**config.mk**
```make
export PLATFORM = sky130hd
export DESIGN_NAME = csg_gate
export DESIGN_NICKNAME = d
export VERILOG_FILES = /design/src/hdl/csg_pkg.sv /design/src/hdl/csg_region.sv /design/src/hdl/csg_gate.sv
export SDC_FILE = /design/constraint.sdc
export NUM_CORES = 1
export LEC_CHECK = 0
export CAP_MARGIN = 5
export CORE_ASPECT_RATIO = 1.25
export CORE_MARGIN = 2
export CORE_UTILIZATION = 31
export DETAILED_ROUTE_END_ITERATION = 10
export DONT_BUFFER_PORTS = 1
export REMOVE_ABC_BUFFERS = 1
export SYNTH_ARGS = -nofsm -noshare
export SYNTH_HDL_FRONTEND = slang
export SYNTH_SLANG_ARGS = --single-unit
```
**constraint.sdc**
```tcl
create_clock -name mclk -period 5.5 [get_ports mclk]
set_input_delay 0.825 -clock mclk [delete_from_list [all_inputs] [get_ports mclk]]
set_output_delay 0.825 -clock mclk [all_outputs]
set_load 0.02 [all_outputs]
```
**src/hdl/csg_pkg.sv**
```systemverilog
// Shared constants and carrier types for the code security gate
package csg_pkg;
    localparam int CSG_PWD_BITS = 128;
    localparam int CSG_PWD_WORDS = 8;
    localparam int CSG_EMU_BITS = 64;
    localparam logic [4:0] CSG_PWD_WAIT = 5'h10;
    localparam logic [21:0] CSG_PWD_BASE = 22'h3F7FF8;
    localparam logic [21:0] CSG_PWD_LAST = 22'h3F7FFF;
    localparam logic [21:0] CSG_FLASH_LO = 22'h3F0000;
    localparam logic [21:0] CSG_FLASH_HI = 22'h3F7FFF;
    localparam logic [21:0] CSG_OTP_LO = 22'h3D7800;
    localparam logic [21:0] CSG_OTP_HI = 22'h3D7BFF;
    localparam logic [21:0] CSG_RAM0_LO = 22'h008000;
    localparam logic [21:0] CSG_RAM0_HI = 22'h0087FF;
    localparam logic [21:0] CSG_RAM1_LO = 22'h008800;
    localparam logic [21:0] CSG_RAM1_HI = 22'h008BFF;

    typedef enum logic [1:0] {
        CSG_SRC_CPU,
        CSG_SRC_DEBUG,
        CSG_SRC_EXT,
        CSG_SRC_BOOT
    } csg_src_t;

    // One memory access presented to the gate
    typedef struct packed {
        logic valid;
        logic write;
        logic fetch;
        csg_src_t src;
        logic [21:0] addr;
    } csg_req_t;

    // Key register write
    typedef struct packed {
        logic valid;
        logic [2:0] index;
        logic [15:0] data;
    } csg_key_t;
endpackage : csg_pkg

```
**src/hdl/csg_region.sv**
```systemverilog
// Address decoder for the protected region
`timescale 1ns/1ns
`default_nettype none
module csg_region (
    // Address in
    input wire logic [21:0] addr,
    // Region hits
    output logic in_region,
    output logic in_emu_area,
    output logic in_pwd
);
    import csg_pkg::*;
    logic hit_flash;
    logic hit_otp;
    logic hit_ram0;
    logic hit_ram1;
    always_comb begin
        hit_flash = (addr >= CSG_FLASH_LO) && (addr <= CSG_FLASH_HI);
        hit_otp = (addr >= CSG_OTP_LO) && (addr <= CSG_OTP_HI);
        hit_ram0 = (addr >= CSG_RAM0_LO) && (addr <= CSG_RAM0_HI);
        hit_ram1 = (addr >= CSG_RAM1_LO) && (addr <= CSG_RAM1_HI);
        in_region = hit_flash | hit_otp | hit_ram0 | hit_ram1;
        in_emu_area = hit_flash | hit_otp | hit_ram0;
        in_pwd = (addr >= CSG_PWD_BASE) && (addr <= CSG_PWD_LAST);
    end
endmodule : csg_region
`default_nettype wire

```
**src/hdl/csg_gate.sv**
```systemverilog
// Code security gate: password compare, access blocking and emulation guard
`timescale 1ns/1ns
`default_nettype none
module csg_gate (
    // Clock and reset
    input wire logic mclk,
    input wire logic rst_n,
    // Memory access
    input wire csg_pkg::csg_req_t req,
    input wire logic [15:0] rdata,
    // Key writes
    input wire csg_pkg::csg_key_t key_wr,
    // Emulator presence pin
    input wire logic emu_present,
    // Results
    output logic grant,
    output logic block,
    output logic busy,
    output logic unlocked,
    output logic emu_ok,
    output logic emu_cut
);
    import csg_pkg::*;

    ////////////////////////////////////////////////////////////////////////
    logic [15:0] pwd_q [CSG_PWD_WORDS];
    logic [15:0] key_q [CSG_PWD_WORDS];
    logic [CSG_PWD_WORDS-1:0] eq;
    logic [CSG_PWD_WORDS-1:0] ones;
    logic [CSG_PWD_WORDS-1:0] zeros;
    logic [CSG_PWD_WORDS-1:0] seen_q;
    logic in_region;
    logic in_emu_area;
    logic in_pwd;
    logic emu_s1_q;
    logic emu_s2_q;
    logic [4:0] wait_q;
    logic pend_q;
    logic pend_pwd_q;
    logic [2:0] pend_idx_q;
    logic full_match;
    logic low_match;
    logic all_ones;
    logic eval_q;
    logic secure;

    csg_region u_region (
        .addr(req.addr),
        .in_region(in_region),
        .in_emu_area(in_emu_area),
        .in_pwd(in_pwd)
    );

    genvar gi;
    generate
        for (gi = 0; gi < CSG_PWD_WORDS; gi++) begin : g_cmp
            assign eq[gi] = (key_q[gi] == pwd_q[gi]);
            assign ones[gi] = (pwd_q[gi] == 16'hFFFF);
            assign zeros[gi] = (pwd_q[gi] == 16'h0000);
        end
    endgenerate
    // Unread words or an all-zero password never match, so a zero key opens the gate only when the password is all ones
    assign full_match = &eq && &seen_q && !(&zeros);
    assign low_match = &eq[CSG_EMU_BITS/16-1:0] && &seen_q[CSG_EMU_BITS/16-1:0] && !(&zeros);
    assign all_ones = &ones;

    ////////////////////////////////////////////////////////////////////////
    // Emulator pin synchroniser
    always_ff @(posedge mclk) begin
        if (!rst_n) begin
            emu_s1_q <= 1'b0;
            emu_s2_q <= 1'b0;
        end else begin
            emu_s1_q <= emu_present;
            emu_s2_q <= emu_s1_q;
        end
    end

    ////////////////////////////////////////////////////////////////////////
    // Password access waits a fixed 16 states, then captures the word
    always_ff @(posedge mclk) begin
        if (!rst_n) begin
            wait_q <= 5'h00;
            pend_q <= 1'b0;
            pend_pwd_q <= 1'b0;
            pend_idx_q <= 3'h0;
        end else if (pend_q) begin
            if (wait_q == 5'h00) begin
                pend_q <= 1'b0;
                pend_pwd_q <= 1'b0;
            end else begin
                wait_q <= wait_q - 5'h01;
            end
        end else if (req.valid && in_pwd && !req.write) begin
            pend_q <= 1'b1;
            pend_pwd_q <= 1'b1;
            pend_idx_q <= req.addr[2:0];
            wait_q <= CSG_PWD_WAIT;
        end
    end

    always_ff @(posedge mclk) begin
        if (!rst_n) begin
            for (int i = 0; i < CSG_PWD_WORDS; i++) begin
                pwd_q[i] <= 16'h0000;
            end
            seen_q <= '0;
        end else if (pend_q && pend_pwd_q && wait_q == 5'h00) begin
            pwd_q[pend_idx_q] <= rdata;
            seen_q[pend_idx_q] <= 1'b1;
        end
    end

    always_ff @(posedge mclk) begin
        if (!rst_n) begin
            for (int i = 0; i < CSG_PWD_WORDS; i++) begin
                key_q[i] <= 16'h0000;
            end
        end else if (key_wr.valid) begin
            key_q[key_wr.index] <= key_wr.data;
        end
    end

    ////////////////////////////////////////////////////////////////////////
    // Lock state re-evaluated only after a password read or key write
    always_ff @(posedge mclk) begin
        if (!rst_n) begin
            eval_q <= 1'b0;
        end else begin
            eval_q <= key_wr.valid || (pend_q && wait_q == 5'h00);
        end
    end

    always_ff @(posedge mclk) begin
        if (!rst_n) begin
            unlocked <= 1'b0;
            emu_ok <= 1'b0;
        end else if (eval_q) begin
            unlocked <= full_match || all_ones;
            emu_ok <= low_match || all_ones;
        end
    end

    ////////////////////////////////////////////////////////////////////////
    // Access decisions
    always_comb begin
        secure = !unlocked && in_region;
        if (req.src == CSG_SRC_EXT) begin
            secure = !unlocked && req.fetch;
        end
    end

    always_ff @(posedge mclk) begin
        if (!rst_n) begin
            grant <= 1'b0;
            block <= 1'b0;
            busy <= 1'b0;
        end else begin
            busy <= pend_q || (req.valid && in_pwd && !req.write);
            grant <= req.valid && !secure && !in_pwd;
            block <= req.valid && secure && req.src != CSG_SRC_CPU;
        end
    end

    // Emulation guard: sticky until reset
    always_ff @(posedge mclk) begin
        if (!rst_n) begin
            emu_cut <= 1'b0;
        end else if (emu_s2_q && req.valid && in_emu_area && !emu_ok) begin
            emu_cut <= 1'b1;
        end
    end

    ////////////////////////////////////////////////////////////////////////
    a_pwd_wait_len: assert property (@(posedge mclk) disable iff (!rst_n)
        (!pend_q && req.valid && in_pwd && !req.write) |=> pend_q [*8] ##0 (wait_q == 5'h09))
        else $error("password wait count wrong");
    a_debug_block: assert property (@(posedge mclk) disable iff (!rst_n)
        (req.valid && req.src == CSG_SRC_DEBUG && in_region && !unlocked) |=> block)
        else $error("debug read of locked region not blocked");
    a_key_unlock: assert property (@(posedge mclk) disable iff (!rst_n)
        $rose(unlocked) |-> $past(full_match || all_ones))
        else $error("unlock without match");
    a_emu_trip: assert property (@(posedge mclk) disable iff (!rst_n)
        (emu_s2_q && req.valid && in_emu_area && !emu_ok) |=> emu_cut)
        else $error("emulation guard did not trip");
    a_emu_low_only: assert property (@(posedge mclk) disable iff (!rst_n)
        $rose(emu_ok) |-> $past(low_match || all_ones))
        else $error("debug allowed without low match");
    a_blank_open: assert property (@(posedge mclk) disable iff (!rst_n)
        (eval_q && all_ones) |=> unlocked)
        else $error("blank password left locked");
    a_lock_hold: assert property (@(posedge mclk) disable iff (!rst_n)
        !eval_q |=> $stable(unlocked))
        else $error("lock changed without evaluation");
    a_region_grant: assert property (@(posedge mclk) disable iff (!rst_n)
        (req.valid && in_region && !in_pwd && !unlocked && req.src != CSG_SRC_EXT) |=> !grant)
        else $error("locked region granted");
    a_unread_lock: assert property (@(posedge mclk) disable iff (!rst_n)
        (eval_q && !(&seen_q)) |=> !unlocked)
        else $error("unlocked before the whole password was read");
    a_ext_fetch: assert property (@(posedge mclk) disable iff (!rst_n)
        (req.valid && req.src == CSG_SRC_EXT && req.fetch && !unlocked) |=> block)
        else $error("external fetch not blocked while locked");
    a_cut_sticky: assert property (@(posedge mclk) disable iff (!rst_n)
        emu_cut |=> emu_cut)
        else $error("emulation cut released without reset");
    c_unlock: cover property (@(posedge mclk) disable iff (!rst_n) $rose(unlocked));
    c_emu_cut: cover property (@(posedge mclk) disable iff (!rst_n) $rose(emu_cut));
    c_emu_only: cover property (@(posedge mclk) disable iff (!rst_n) emu_ok && !unlocked);
    c_blank_open: cover property (@(posedge mclk) disable iff (!rst_n) eval_q && all_ones);
endmodule : csg_gate
`default_nettype wire

```
; ---- Word level (Yosys, flattened, before mapping)
; Memory sizes are Yosys's and may differ from the RTL's.
; Index checks and enable logic that the tools add are counted.
; Widths: inputs -> output; s select.
[classes]
addsub = 1
magnitude_cmp = 11
n_eq_ne = 19
muxes = 25
bitwise_logic = 5
reduce_logical = 56
[op_table]
columns = operator, count
row1 = $eq 16x16->1, 8
row2 = $eq 16x16->1 const B, 8
row3 = $logic_not 16->1, 8
row4 = $ge 22x22->1 const B, 3
row5 = $ge 22x16->1 const B, 2
row6 = $le 22x16->1 const B, 2
row7 = $le 22x22->1 const B, 2
row8 = $mux 16, 2
row9 = $reduce_and 8->1, 4
row10 = $reduce_or 16->1, 2
row11 = $logic_and 1x1->1, 24
row12 = $mux 1, 17
row13 = $mux 5, 3
row14 = $or 8x8->8, 1
row15 = $reduce_and 4->1, 2
row16 = $logic_not 1->1, 6
row17 = $mux 3, 2
row18 = $reduce_and 2->1, 3
row19 = $logic_not 5->1, 1
row20 = $sub 5x1->5 const B, 1
row21 = $logic_or 1x1->1, 4
row22 = $lt 3x4->1 const B, 1
row23 = $reduce_bool 2->1, 2
row24 = $demux 1 s3, 1
row25 = other kinds (6), 8
[word_totals]
register_bits = 27
ram_bits = 256
wordCells = 133
mem_count = 2
[memory_table]
columns = memory, words, width, rd, rd_ports_with_merged_regs, write_ports, line_no
row1 = key_q, 8, 16, 8, 0, 8, csg_gate.sv:27  ; logic [15:0] key_q [CSG_PWD_WORDS];
row2 = pwd_q, 8, 16, 8, 0, 8, csg_gate.sv:26  ; logic [15:0] pwd_q [CSG_PWD_WORDS];

; ---- Logic depth before layout (Yosys ltp)
; Gate-level depths: netlist of run 1.
[logic_depth]
word_depth = 10
mapped_depth = 8

; ---- Cells and area by module
; From an unflattened synthesis of run 1, not the netlist that was laid out.
[unflattened]
hier_cells = 948
area_unflattened_um2 = 12690.9
[by_module_without_submodules]
columns = mod, instances, cells_each, area_per_inst_um2, seq_area_each_um2
row1 = csg_gate, 1, 931, 12577.1, 8227.9
row2 = csg_region, 1, 17, 113.9, 0.0

; ---- Worst setup path before layout of run 1
; OpenSTA, ideal clock, no wires.
[synth_timing]
path_type = in2reg
startpoint = in key_wr[17] (netlist bit)
endpoint = mem key_q[0][0], enable pin
setup_ns = 0.411
t_arrival_ns = 2.514
required_time_ns = 5.089
slack_ns = 2.574
stages = 2
path_buffers = 0
cell_sequence = or3b_2 o21ai_0
[synth_rtl]
columns = element, line_no
row1 = from (decl), csg_gate.sv:12  ; input wire csg_pkg::csg_key_t key_wr,
row2 = to (decl), csg_gate.sv:27

==> metrics.txt, run 1 <==
DP HPWL 27000 microns; total CTS buffers 29; Seq cells post-synth 283; worst path arrival time 2.95 ns; CP Max Fanout 18; worst r2r dst pwd_q[1][0]$_SDFFCE_PN0P_; Clock Tree Root clkbuf_16; GRT Residual Overflow 0; Synth cell types 46; Relative slew margins 0.279; Post-synth EDFFs 256; die width 185 microns; Area contributors post-synth edfxtp_1, and2_1, xor2_1, dfxtp_1, nor4_1; Worst Skew 0.0135 ns; Iter 0 DRT Violations 732; clock latency on the worst-skew pair 0.54 ns; drt total wl 36300 microns; GPL Wtd Cong 0.893; CP Launch Type flop; share of cells above drive strength 1 0.0801; top_reg_cell synth edfxtp_1; hold_sp rst_n; via count 7723; Synth top area share 0.603; Die Y 231 microns; global-route wire length before repair 52800 microns; DR WL/cell 23.4 microns; outcome finished clean; io pins 72; total track usage 0.171; final worst path period share 0.507; # DRC 0; vias in the first global route 7914; row count 83; worst r2r src wait_q[0]$_SDFFE_PN0P_; ys async rst share 0; CTS tree done; Tot Pwr 4.68 mW; CTS sink cnt 283; Hold Buf Count CTS 0; post-CTS setup buffers 0; final setup violation count 0; H-tree depth 1; CTS clk-pin slew, worst paths 0.06 ns; WHS Path Cells 1; Critical Path RT 5.66 ns; min Tclk post-route 2.79 ns; Slew @ Worst Pin 1.08 ns; fmax 358 MHz; Core Util, Final 0.353; CP endpoint kind flop; R2R depth 6; Leak Pwr 4.99 nW; Layout fillers 3944; NumNets Final 1045; post-synthesis sequential area ratio 0.645; footprint of the multi-input gates 0.00439 sq mm; Sequential Area 0.00823 sq mm; Hold Crit Class in -> reg; Syn Inst Count 954; R2R setup slack 2.71 ns; Min-Delay Endpoint seen_q[3]$_SDFFE_PN0P_; Post-Syn Area 0.0128 sq mm; Pwr per Cell Area 325 mW/mm^2; Final Hold Fails 0; Mean Syn Cell Area 13.4 sq um; Initial Util 0.313; core area 0.0408 sq mm; initial antenna violation count 1; IO Port Bufs 0; largest net degree at the start of global routing 36; crit path kind reg -> reg; Post-CTS Resized 0; post-DR vias/cell 4.98; Warnings, synthesis 0; fin. max-slew vios 0; ANT nets after route 0; clock buffer depth 3; RSZ-0062 raised after global routing no; worst vdd ir 0.207 mV; Area Overhead vs Synth 12.9%; DR pass1 iterations 5; DIE AREA 0.0428 sq mm; setup TNS 0 ns; Yosys top cell by area edfxtp_1; maxcap violations 0
-- cell families after synthesis --
| logic type | after synthesis | share of synthesized area |
|---|---|---|
| buf+inv | 29 | 0.0110 |
| simple gates | 470 | 0.233 |
| flops | 283 | 0.645 |
| fa+ha+maj | 2 | 0.00196 |
| xor+xnor | 126 | 0.0865 |
| mux | 4 | 0.00314 |
| compound gates | 40 | 0.0192 |
-- per-layer routing --
metal / up-vias / track usage / routed length, microns
li1: 3530 / - / -
met1: 3823 / 0.200 / 13500
met2: 291 / 0.315 / 19700
met3: 79 / 0.0202 / 1810
met4: 0 / 0.0657 / 1340
met5: - / 0 / 0
-- power by group --
part	switching (mW)	leakage, nW	internal, mW
Sequential	0.110	2.72	2.45
Combinational	0.0987	1.81	0.0705
Clock	0.819	0.460	1.13
Total	1.03	4.99	3.65
-- stage by stage --
| step | setup WS [ns] | cell area, sq um | hold WS (ns) | std cells |
|---|---|---|---|---|
| 4_1_cts | 2.68 | 14400 | 0.398 | 1551 |
| 6_report | 2.71 | 14400 | 0.424 | 1552 |
| 3_5_place_dp | 2.70 | 13400 | 0.422 | 1498 |
| 2_1_floorplan | 2.57 | 12600 | 0.412 | 932 |
| 5_1_grt | 2.41 | 14400 | 0.402 | 1551 |
| 3_3_place_gp | 2.80 | 13400 | 0.421 | 1498 |
-- state kept, by name (all words and copies together) (netlist names), 3 cells and up --
signal / cells
key_q: 128
wait_q: 5
seen_q: 8
pend_idx_q: 3
pwd_q: 128
-- placed cells by master (no fill, tap or decap), drive strengths merged, types with 7 or more instances in the layout --
cell	count
nor4	73
a21oi	7
nor2	33
dfxtp	27
and2	258
nand2	10
buf	14
a21o	8
nand4	59
nand2b	9
xor2	105
xnor2	21
o21ai	16
edfxtp	256
inv	7
nor3	8
clkbuf	35
clkinv	11
-- cells in the mapped netlist (7+ instances only) --
master	instances
nor4_1	71
dfxtp_1	27
and2_1	258
nand4_1	58
xor2_1	105
a21oi_1	7
xnor2_1	21
edfxtp_1	256
nand2_1	10
clkbuf_1	12
inv_1	7
nand2b_1	9
o21ai_0	15
a21o_1	8
nor2_1	26
-- how the worst max path moves through the flow --
stage	start	end	slack (ns)	cells past startpoint
6_report	wait_q[0]$_SDFFE_PN0P_	pwd_q[1][0]$_SDFFCE_PN0P_	2.71	6
5_1_grt	wait_q[0]$_SDFFE_PN0P_	pwd_q[1][15]$_SDFFCE_PN0P_	2.41	6
4_1_cts	wait_q[0]$_SDFFE_PN0P_	pwd_q[1][0]$_SDFFCE_PN0P_	2.68	6
3_5_place_dp	wait_q[0]$_SDFFE_PN0P_	pwd_q[1][0]$_SDFFCE_PN0P_	2.70	6
3_3_place_gp	wait_q[0]$_SDFFE_PN0P_	pwd_q[1][10]$_SDFFCE_PN0P_	2.80	6
2_1_floorplan	key_wr[17]	key_q[0][0]$_SDFFCE_PN0P_	2.57	2
-- critical path: stages (launching register included) --
cell      delay [ns]
dfxtp_1         0.33
inv_1           0.08
ha_1            0.19
and4b_1         0.46
nand4_4         0.26
nor3_4          0.46
nand2b_1        0.64
-- area by class of cell --
type,instances,area share
Clock inverter,18,0.0110
Tap cell,552,0.0480
Multi-Input combinational cell,642,0.305
Inverter,7,0.00182
Sequential cell,283,0.571
Timing Repair Buffer,14,0.00730
Antenna cell,1,0.000174
Clock buffer,35,0.0554
Power figures use the tool's default switching activity.
==> inputs of run 2 (changes only) <==
==> constraint.sdc (replaced) <==
create_clock -name mclk -period 2.7 [get_ports mclk]
set_input_delay 0.405 -clock mclk [delete_from_list [all_inputs] [get_ports mclk]]
set_output_delay 0.405 -clock mclk [all_outputs]
set_load 0.02 [all_outputs]
==> run 2 against run 1 <==
Effect of this change:
- via count up 1.0%
- combinational power up 110%
- die area stayed put
- cell count up 1.0%
- clock skew fell by 0.0050 ns
- critical path depth rose by 1
- global-route usage is 0.28 points higher
- total power up 99%
- sequential share of layout area decreased by 0.17 points
- clock-buffer cell count is 2 higher
==> metrics.txt, run 2 (synthesis gave the netlist of run 1 again) <==
DR WL/cell 23.7 microns (+1.4%); GPL Wtd Cong 0.964 (+8.0%); min Tclk post-route 2.22 ns (-0.572 ns); fin. max-slew vios 0 (unchanged); ANT nets after route 0 (unchanged); CP endpoint kind flop; drt total wl 37200 microns (+2.5%); CTS clk-pin slew, worst paths 0.06 ns (about the same); CTS tree done; maxcap violations 0 (unchanged); Layout fillers 3937 (-0.18%); cell area after placement 0.0135 sq mm (+0.61%); NumNets Final 1061 (+1.5%); delay of the slowest critical-path stage 0.45 ns (-0.19 ns); final setup violation count 0 (unchanged); CP Max Fanout 16 (-2); Slew @ Worst Pin 0.832 ns (-0.246 ns); via count 7802 (+1.0%); setup TNS 0 ns (unchanged); Critical Path RT 2.93 ns (-2.73 ns); Iter 0 DRT Violations 719 (-1.8%); Die Y 231 microns (unchanged); DR pass1 iterations 5 (unchanged); share of cells above drive strength 1 0.0818 (+0.00169); Post-CTS Resized 0 (unchanged); # DRC 0 (unchanged); crit path cell chain inv_1 -> ha_1 -> and4b_1 -> nand4_4 -> nor3_4 -> nand2b_1 -> buf_4; most frequent cells in the layout and2_1, edfxtp_1, xor2_1, nor4_1, nand4_1; worst path arrival time 2.44 ns (-0.51 ns); vias in the first global route 7899 (-0.19%); biggest regs key_q (128), pwd_q (128), seen_q (8); post-DR vias/cell 4.98 (about the same); DP HPWL 27500 microns (+1.6%); Min Hold Slack 0.0240 ns (-0.400 ns); design area 0.0144 sq mm (+0.30%); core area 0.0408 sq mm (unchanged); final worst path period share 0.821 (+0.314); fmax 451 MHz (+26%); post-CTS setup buffers 0 (unchanged); GRT Residual Overflow 0 (unchanged); total track usage 0.174 (+0.00277); outcome finished clean; Initial Util 0.313 (unchanged); Pwr per Cell Area 644 mW/mm^2 (+98%); crit path kind reg -> reg; RSZ-0062 raised after global routing no; delay-heaviest family, CP simple AND/OR/NAND/NOR gates; worst vdd ir 0.436 mV (+110%); Worst Skew 0.00847 ns (-0.00504 ns); commonest non-fill, non-tap cell in the layout and2_1; Hold Crit Class in -> reg; DIE AREA 0.0428 sq mm (unchanged); Core Util, Final 0.354 (+0.00107); Final Hold Fails 0 (unchanged); die width 185 microns (unchanged); largest net degree at the start of global routing 27 (-25%); initial antenna violation count 3 (+2); CTS sink cnt 283 (unchanged); Leak Pwr 5.03 nW (+0.84%); Clock Tree Root clkbuf_16; slowest stage cell, crit path and4b_1; CP Launch Type flop; Critical path buffers and inverters 2 (+1); total CTS buffers 29 (unchanged); clock buffer depth 3 (unchanged); io pins 72 (unchanged); row count 83 (unchanged); global-route wire length before repair 53500 microns (+1.4%); Relative slew margins 0.443 (+0.164); H-tree depth 1 (unchanged); Area Overhead vs Synth 13.2%; clock latency on the worst-skew pair 0.54 ns (about the same); IO Port Bufs 0 (unchanged)
[run 2: cell count changes in the layout (fill, tap and decap cells not counted)]
cell           delta
clkinv_2          +1
clkbuf_8          -4
dlygate4sd3_1     +5
buf_4            +11
clkinv_8          -1
clkbuf_1          +6
bufinv_16         -1
clkinv_1          +2
clkinvlp_4        -3
[run 2: cell type report]
cell class | instances | area [sq um] | area share
sequential | 283 | 8230 | 0.570
multi-input combinational | 642 | 4390 | 0.304
clock buffer | 37 | 766 | 0.0530
tap | 552 | 691 | 0.0478
timing repair buffer | 30 | 238 | 0.0165
clock inverter | 16 | 103 | 0.00710
inverter | 7 | 26.3 | 0.00182
antenna | 1 | 2.50 | 0.000173
[run 2: metal layers]
layer | GRT usage | wire [microns]
met4 | 0.0593 | 1280
met5 | 0 | 0
met2 | 0.325 | 20200
met1 | 0.200 | 13800
met3 | 0.0246 | 1970
[run 2: path summary, 6_finish.rpt]
| path | from | end | slack [ns] | depth (start not counted) |
|---|---|---|---|---|
| max | wait_q[0]$_SDFFE_PN0P_ | pwd_q[1][10]$_SDFFCE_PN0P_ | 0.48 | 7 |
| min reg2reg | emu_s1_q$_SDFF_PN0_ | emu_s2_q$_SDFF_PN0_ | 0.44 | 1 |
| min | rst_n | wait_q[2]$_SDFFE_PN0P_ | 0.02 | 2 |
| max reg2reg | wait_q[0]$_SDFFE_PN0P_ | pwd_q[1][10]$_SDFFCE_PN0P_ | 0.48 | 7 |
[run 2: power breakdown]
group          internal, mW  switching (mW)
combinational         0.154           0.209
sequential             4.99           0.230
clock                  2.09            1.63
total                  7.23            2.07
[run 2: per-stage QoR]
stage,instances,worst slack [ns],total power [mW]
after global placement,1509,0.573,5.66
after detailed placement,1509,0.482,5.66
final,1568,0.482,9.30
after CTS,1567,0.471,9.37
after floorplan,932,-0.167,5.45
after global routing,1567,0.290,9.58
[run 2: timing repair]
| action | 4_1_cts | 5_1_grt |
|---|---|---|
| hold buffers | 5 | 0 |
| endpoints found under the hold margin | 13 | 0 |
| endpoints found under the setup margin | 0 | 0 |
==> inputs of run 3 (changes only) <==
==> constraint.sdc (replaced) <==
create_clock -name mclk -period 1.94 [get_ports mclk]
set_input_delay 0.291 -clock mclk [delete_from_list [all_inputs] [get_ports mclk]]
set_output_delay 0.291 -clock mclk [all_outputs]
set_load 0.02 [all_outputs]
==> run 3 against run 2 <==
Effect of this change:
- utilization increased by 3.5 points
- critical endpoint is now pwd_q[1][7]$_SDFFCE_PN0P_
- first-iteration DRC count shrank 0.97%
- non-clock buffer count is 119 higher
- critical path depth unchanged
- register-to-register slack worse by 0.44 ns
- critical path type unchanged
- clock power grew 57%
- sequential share of layout area fell by 5.1 points
- clock-buffer cell count decreased by 7
- worst setup slack worse by 0.44 ns
==> metrics.txt, run 3 (synthesis gave the netlist of run 1 again) <==
outcome finished clean; fmax 526 MHz (+17%); GPL Wtd Cong 0.897 (-7.0%); delay of the slowest critical-path stage 0.33 ns (-0.12 ns); R2R setup slack 0.04 ns (-0.44 ns); delay-heaviest family, CP simple AND/OR/NAND/NOR gates; CTS clk-pin slew, worst paths 0.06 ns (about the same); CTS tree done; Iter 0 DRT Violations 712 (-0.97%); non-filler cells in the finished layout 1688 (+7.7%); maxcap violations 0 (unchanged); biggest regs key_q (128), pwd_q (128), seen_q (8); DR WL/cell 23.4 microns (-1.3%); design area 0.0159 sq mm (+9.8%); hold_sp req[11]; largest net degree at the start of global routing 27 (unchanged); Final Hold Fails 0 (unchanged); Hold Crit Class in -> reg; Layout fillers 3824 (-2.9%); CP Launch Type flop; final worst slack 0.0401 ns (-0.442 ns); worst vdd ir 0.630 mV (+44%); total track usage 0.184 (+0.00988); DP HPWL 28300 microns (+3.1%); setup TNS 0 ns (unchanged); commonest non-fill, non-tap cell in the layout and2_1; core area 0.0408 sq mm (unchanged); clock latency on the worst-skew pair 0.55 ns (about the same); ANT nets after route 0 (unchanged); RSZ-0062 raised after global routing yes; CP endpoint kind flop; Slew @ Worst Pin 0.973 ns (+0.141 ns); DR pass1 iterations 7 (+2); io pins 72 (unchanged); # DRC 0 (unchanged); total CTS buffers 28 (-3.4%); cell area after placement 0.0141 sq mm (+4.6%); Min Hold Slack 0.0226 ns (-0.00136 ns); Critical path buffers and inverters 2 (unchanged); R2R depth 7 (unchanged); fin. max-slew vios 0 (unchanged); CP Max Fanout 8 (-8); initial antenna violation count 6 (+3); drt total wl 39600 microns (+6.2%); Critical Path RT 2.21 ns (-0.72 ns); final worst path period share 0.979 (+0.158); Worst Skew 0.0161 ns (+0.00763 ns); worst r2r dst pwd_q[1][7]$_SDFFCE_PN0P_; NumNets Final 1179 (+11%); worst path arrival time 2.17 ns (-0.27 ns); Levels on crit path 7 (unchanged); footprint of the multi-input gates 0.00457 sq mm (+4.0%); Placed Instances 1581 (+4.8%); worst r2r src wait_q[1]$_SDFFE_PN0P_; via count 8404 (+7.7%); min Tclk post-route 1.90 ns (-0.318 ns); row count 83 (unchanged); Die Y 231 microns (unchanged); Relative slew margins 0.349 (-0.0940); Min-Delay Endpoint emu_cut$_SDFFE_PN0P_; share of cells above drive strength 1 0.175 (+0.0930); WHS Path Cells 3 (+1); final setup violation count 0 (unchanged); Setup WS pre-CTS -0.0422 ns (-0.524 ns); H-tree depth 1 (unchanged); GRT Residual Overflow 0 (unchanged); IO Port Bufs 0 (unchanged); Leak Pwr 5.71 nW (+13%); post-DR vias/cell 4.98 (about the same); crit path kind reg -> reg; crit path cell chain inv_2 -> ha_4 -> and4b_2 -> nand4_4 -> nor3_4 -> nand2b_4 -> clkbuf_16; global-route wire length before repair 56800 microns (+6.1%); Sequential Area 0.00823 sq mm (about the same); Area Overhead vs Synth 24.3%; Pwr per Cell Area 878 mW/mm^2 (+36%); DIE AREA 0.0428 sq mm (unchanged); clock buffer depth 3 (unchanged); Initial Util 0.313 (unchanged); die width 185 microns (unchanged); slowest stage cell, crit path dfxtp_2; Clock Tree Root clkbuf_16; vias in the first global route 8484 (+7.4%); most frequent cells in the layout and2_1, edfxtp_1, xor2_1, buf_4, nand4_1; CTS sink cnt 283 (unchanged)
## run 3: cell types whose count changed in the layout (fill, tap and decap cells not counted), moves of 2 or more
cell           change
diode_2            +2
clkbuf_1           -6
dlygate4sd3_1     +38
nor4_1            -22
dfxtp_2            +3
bufinv_16          +5
clkinv_2           -3
buf_4             +71
inv_2              +2
buf_12             +9
clkinv_1           +4
inv_1              -2
dfxtp_1            -3
nor4_2            +22
## run 3: tightest hold or removal path, cell delays in order
cell	delay (ns)
o21ai_0	0.07
a21oi_1	0.12
nor2_1	0.04
## run 3: worst max path at each step
stage,startpoint,endpoint,slack [ns]
2_1_floorplan,wait_q[0]$_SDFFE_PN0P_,pwd_q[6][0]$_SDFFCE_PN0P_,-0.93
3_3_place_gp,pwd_q[2][9]$_SDFFCE_PN0P_,emu_ok$_SDFFE_PN0P_,-0.07
3_5_place_dp,pwd_q[2][9]$_SDFFCE_PN0P_,emu_ok$_SDFFE_PN0P_,-0.04
4_1_cts,pwd_q[2][4]$_SDFFCE_PN0P_,emu_ok$_SDFFE_PN0P_,-0.01
5_1_grt,pwd_q[1][5]$_SDFFCE_PN0P_,emu_ok$_SDFFE_PN0P_,-0.05
6_report,wait_q[1]$_SDFFE_PN0P_,pwd_q[1][7]$_SDFFCE_PN0P_,0.04
## run 3: per-stage QoR
step | power, mW | util
after floorplan | 7.58 | -
after global placement | 7.97 | 0.346
after detailed placement | 7.98 | 0.346
after CTS | 14.0 | 0.382
after global routing | 14.3 | 0.388
final | 13.9 | 0.389
## run 3: layout make-up
type,count,area share
sequential,283,0.519
multi-input combinational,642,0.288
timing repair buffer,149,0.0855
clock buffer,30,0.0460
tap,552,0.0435
clock inverter,22,0.0159
inverter,7,0.00166
antenna,3,0.000473
## run 3: per-layer routing
metal	GRT usage	wire length, microns	share of wire	up-vias
met1	0.212	14800	0.37	4227
met3	0.0256	1860	0.047	79
li1	-	-	-	3812
met5	0	54	0.0014	-
met2	0.344	21600	0.55	278
met4	0.0593	1270	0.032	8
## run 3: power breakdown
| group | leakage (nW) | internal [mW] | switching (mW) |
|---|---|---|---|
| Clock | 0.475 | 3.50 | 2.33 |
| Combinational | 2.52 | 0.367 | 0.519 |
| Sequential | 2.72 | 6.94 | 0.267 |
## run 3: repair_timing
action                                  4_1_cts  5_1_grt
setup buffers                                 1        7
hold endpoints to repair                    275        0
endpoints found under the setup margin       29      169
pin swaps                                     2       24
resized for setup                             4       30
cloned                                        0        1
hold buffers                                 43        0
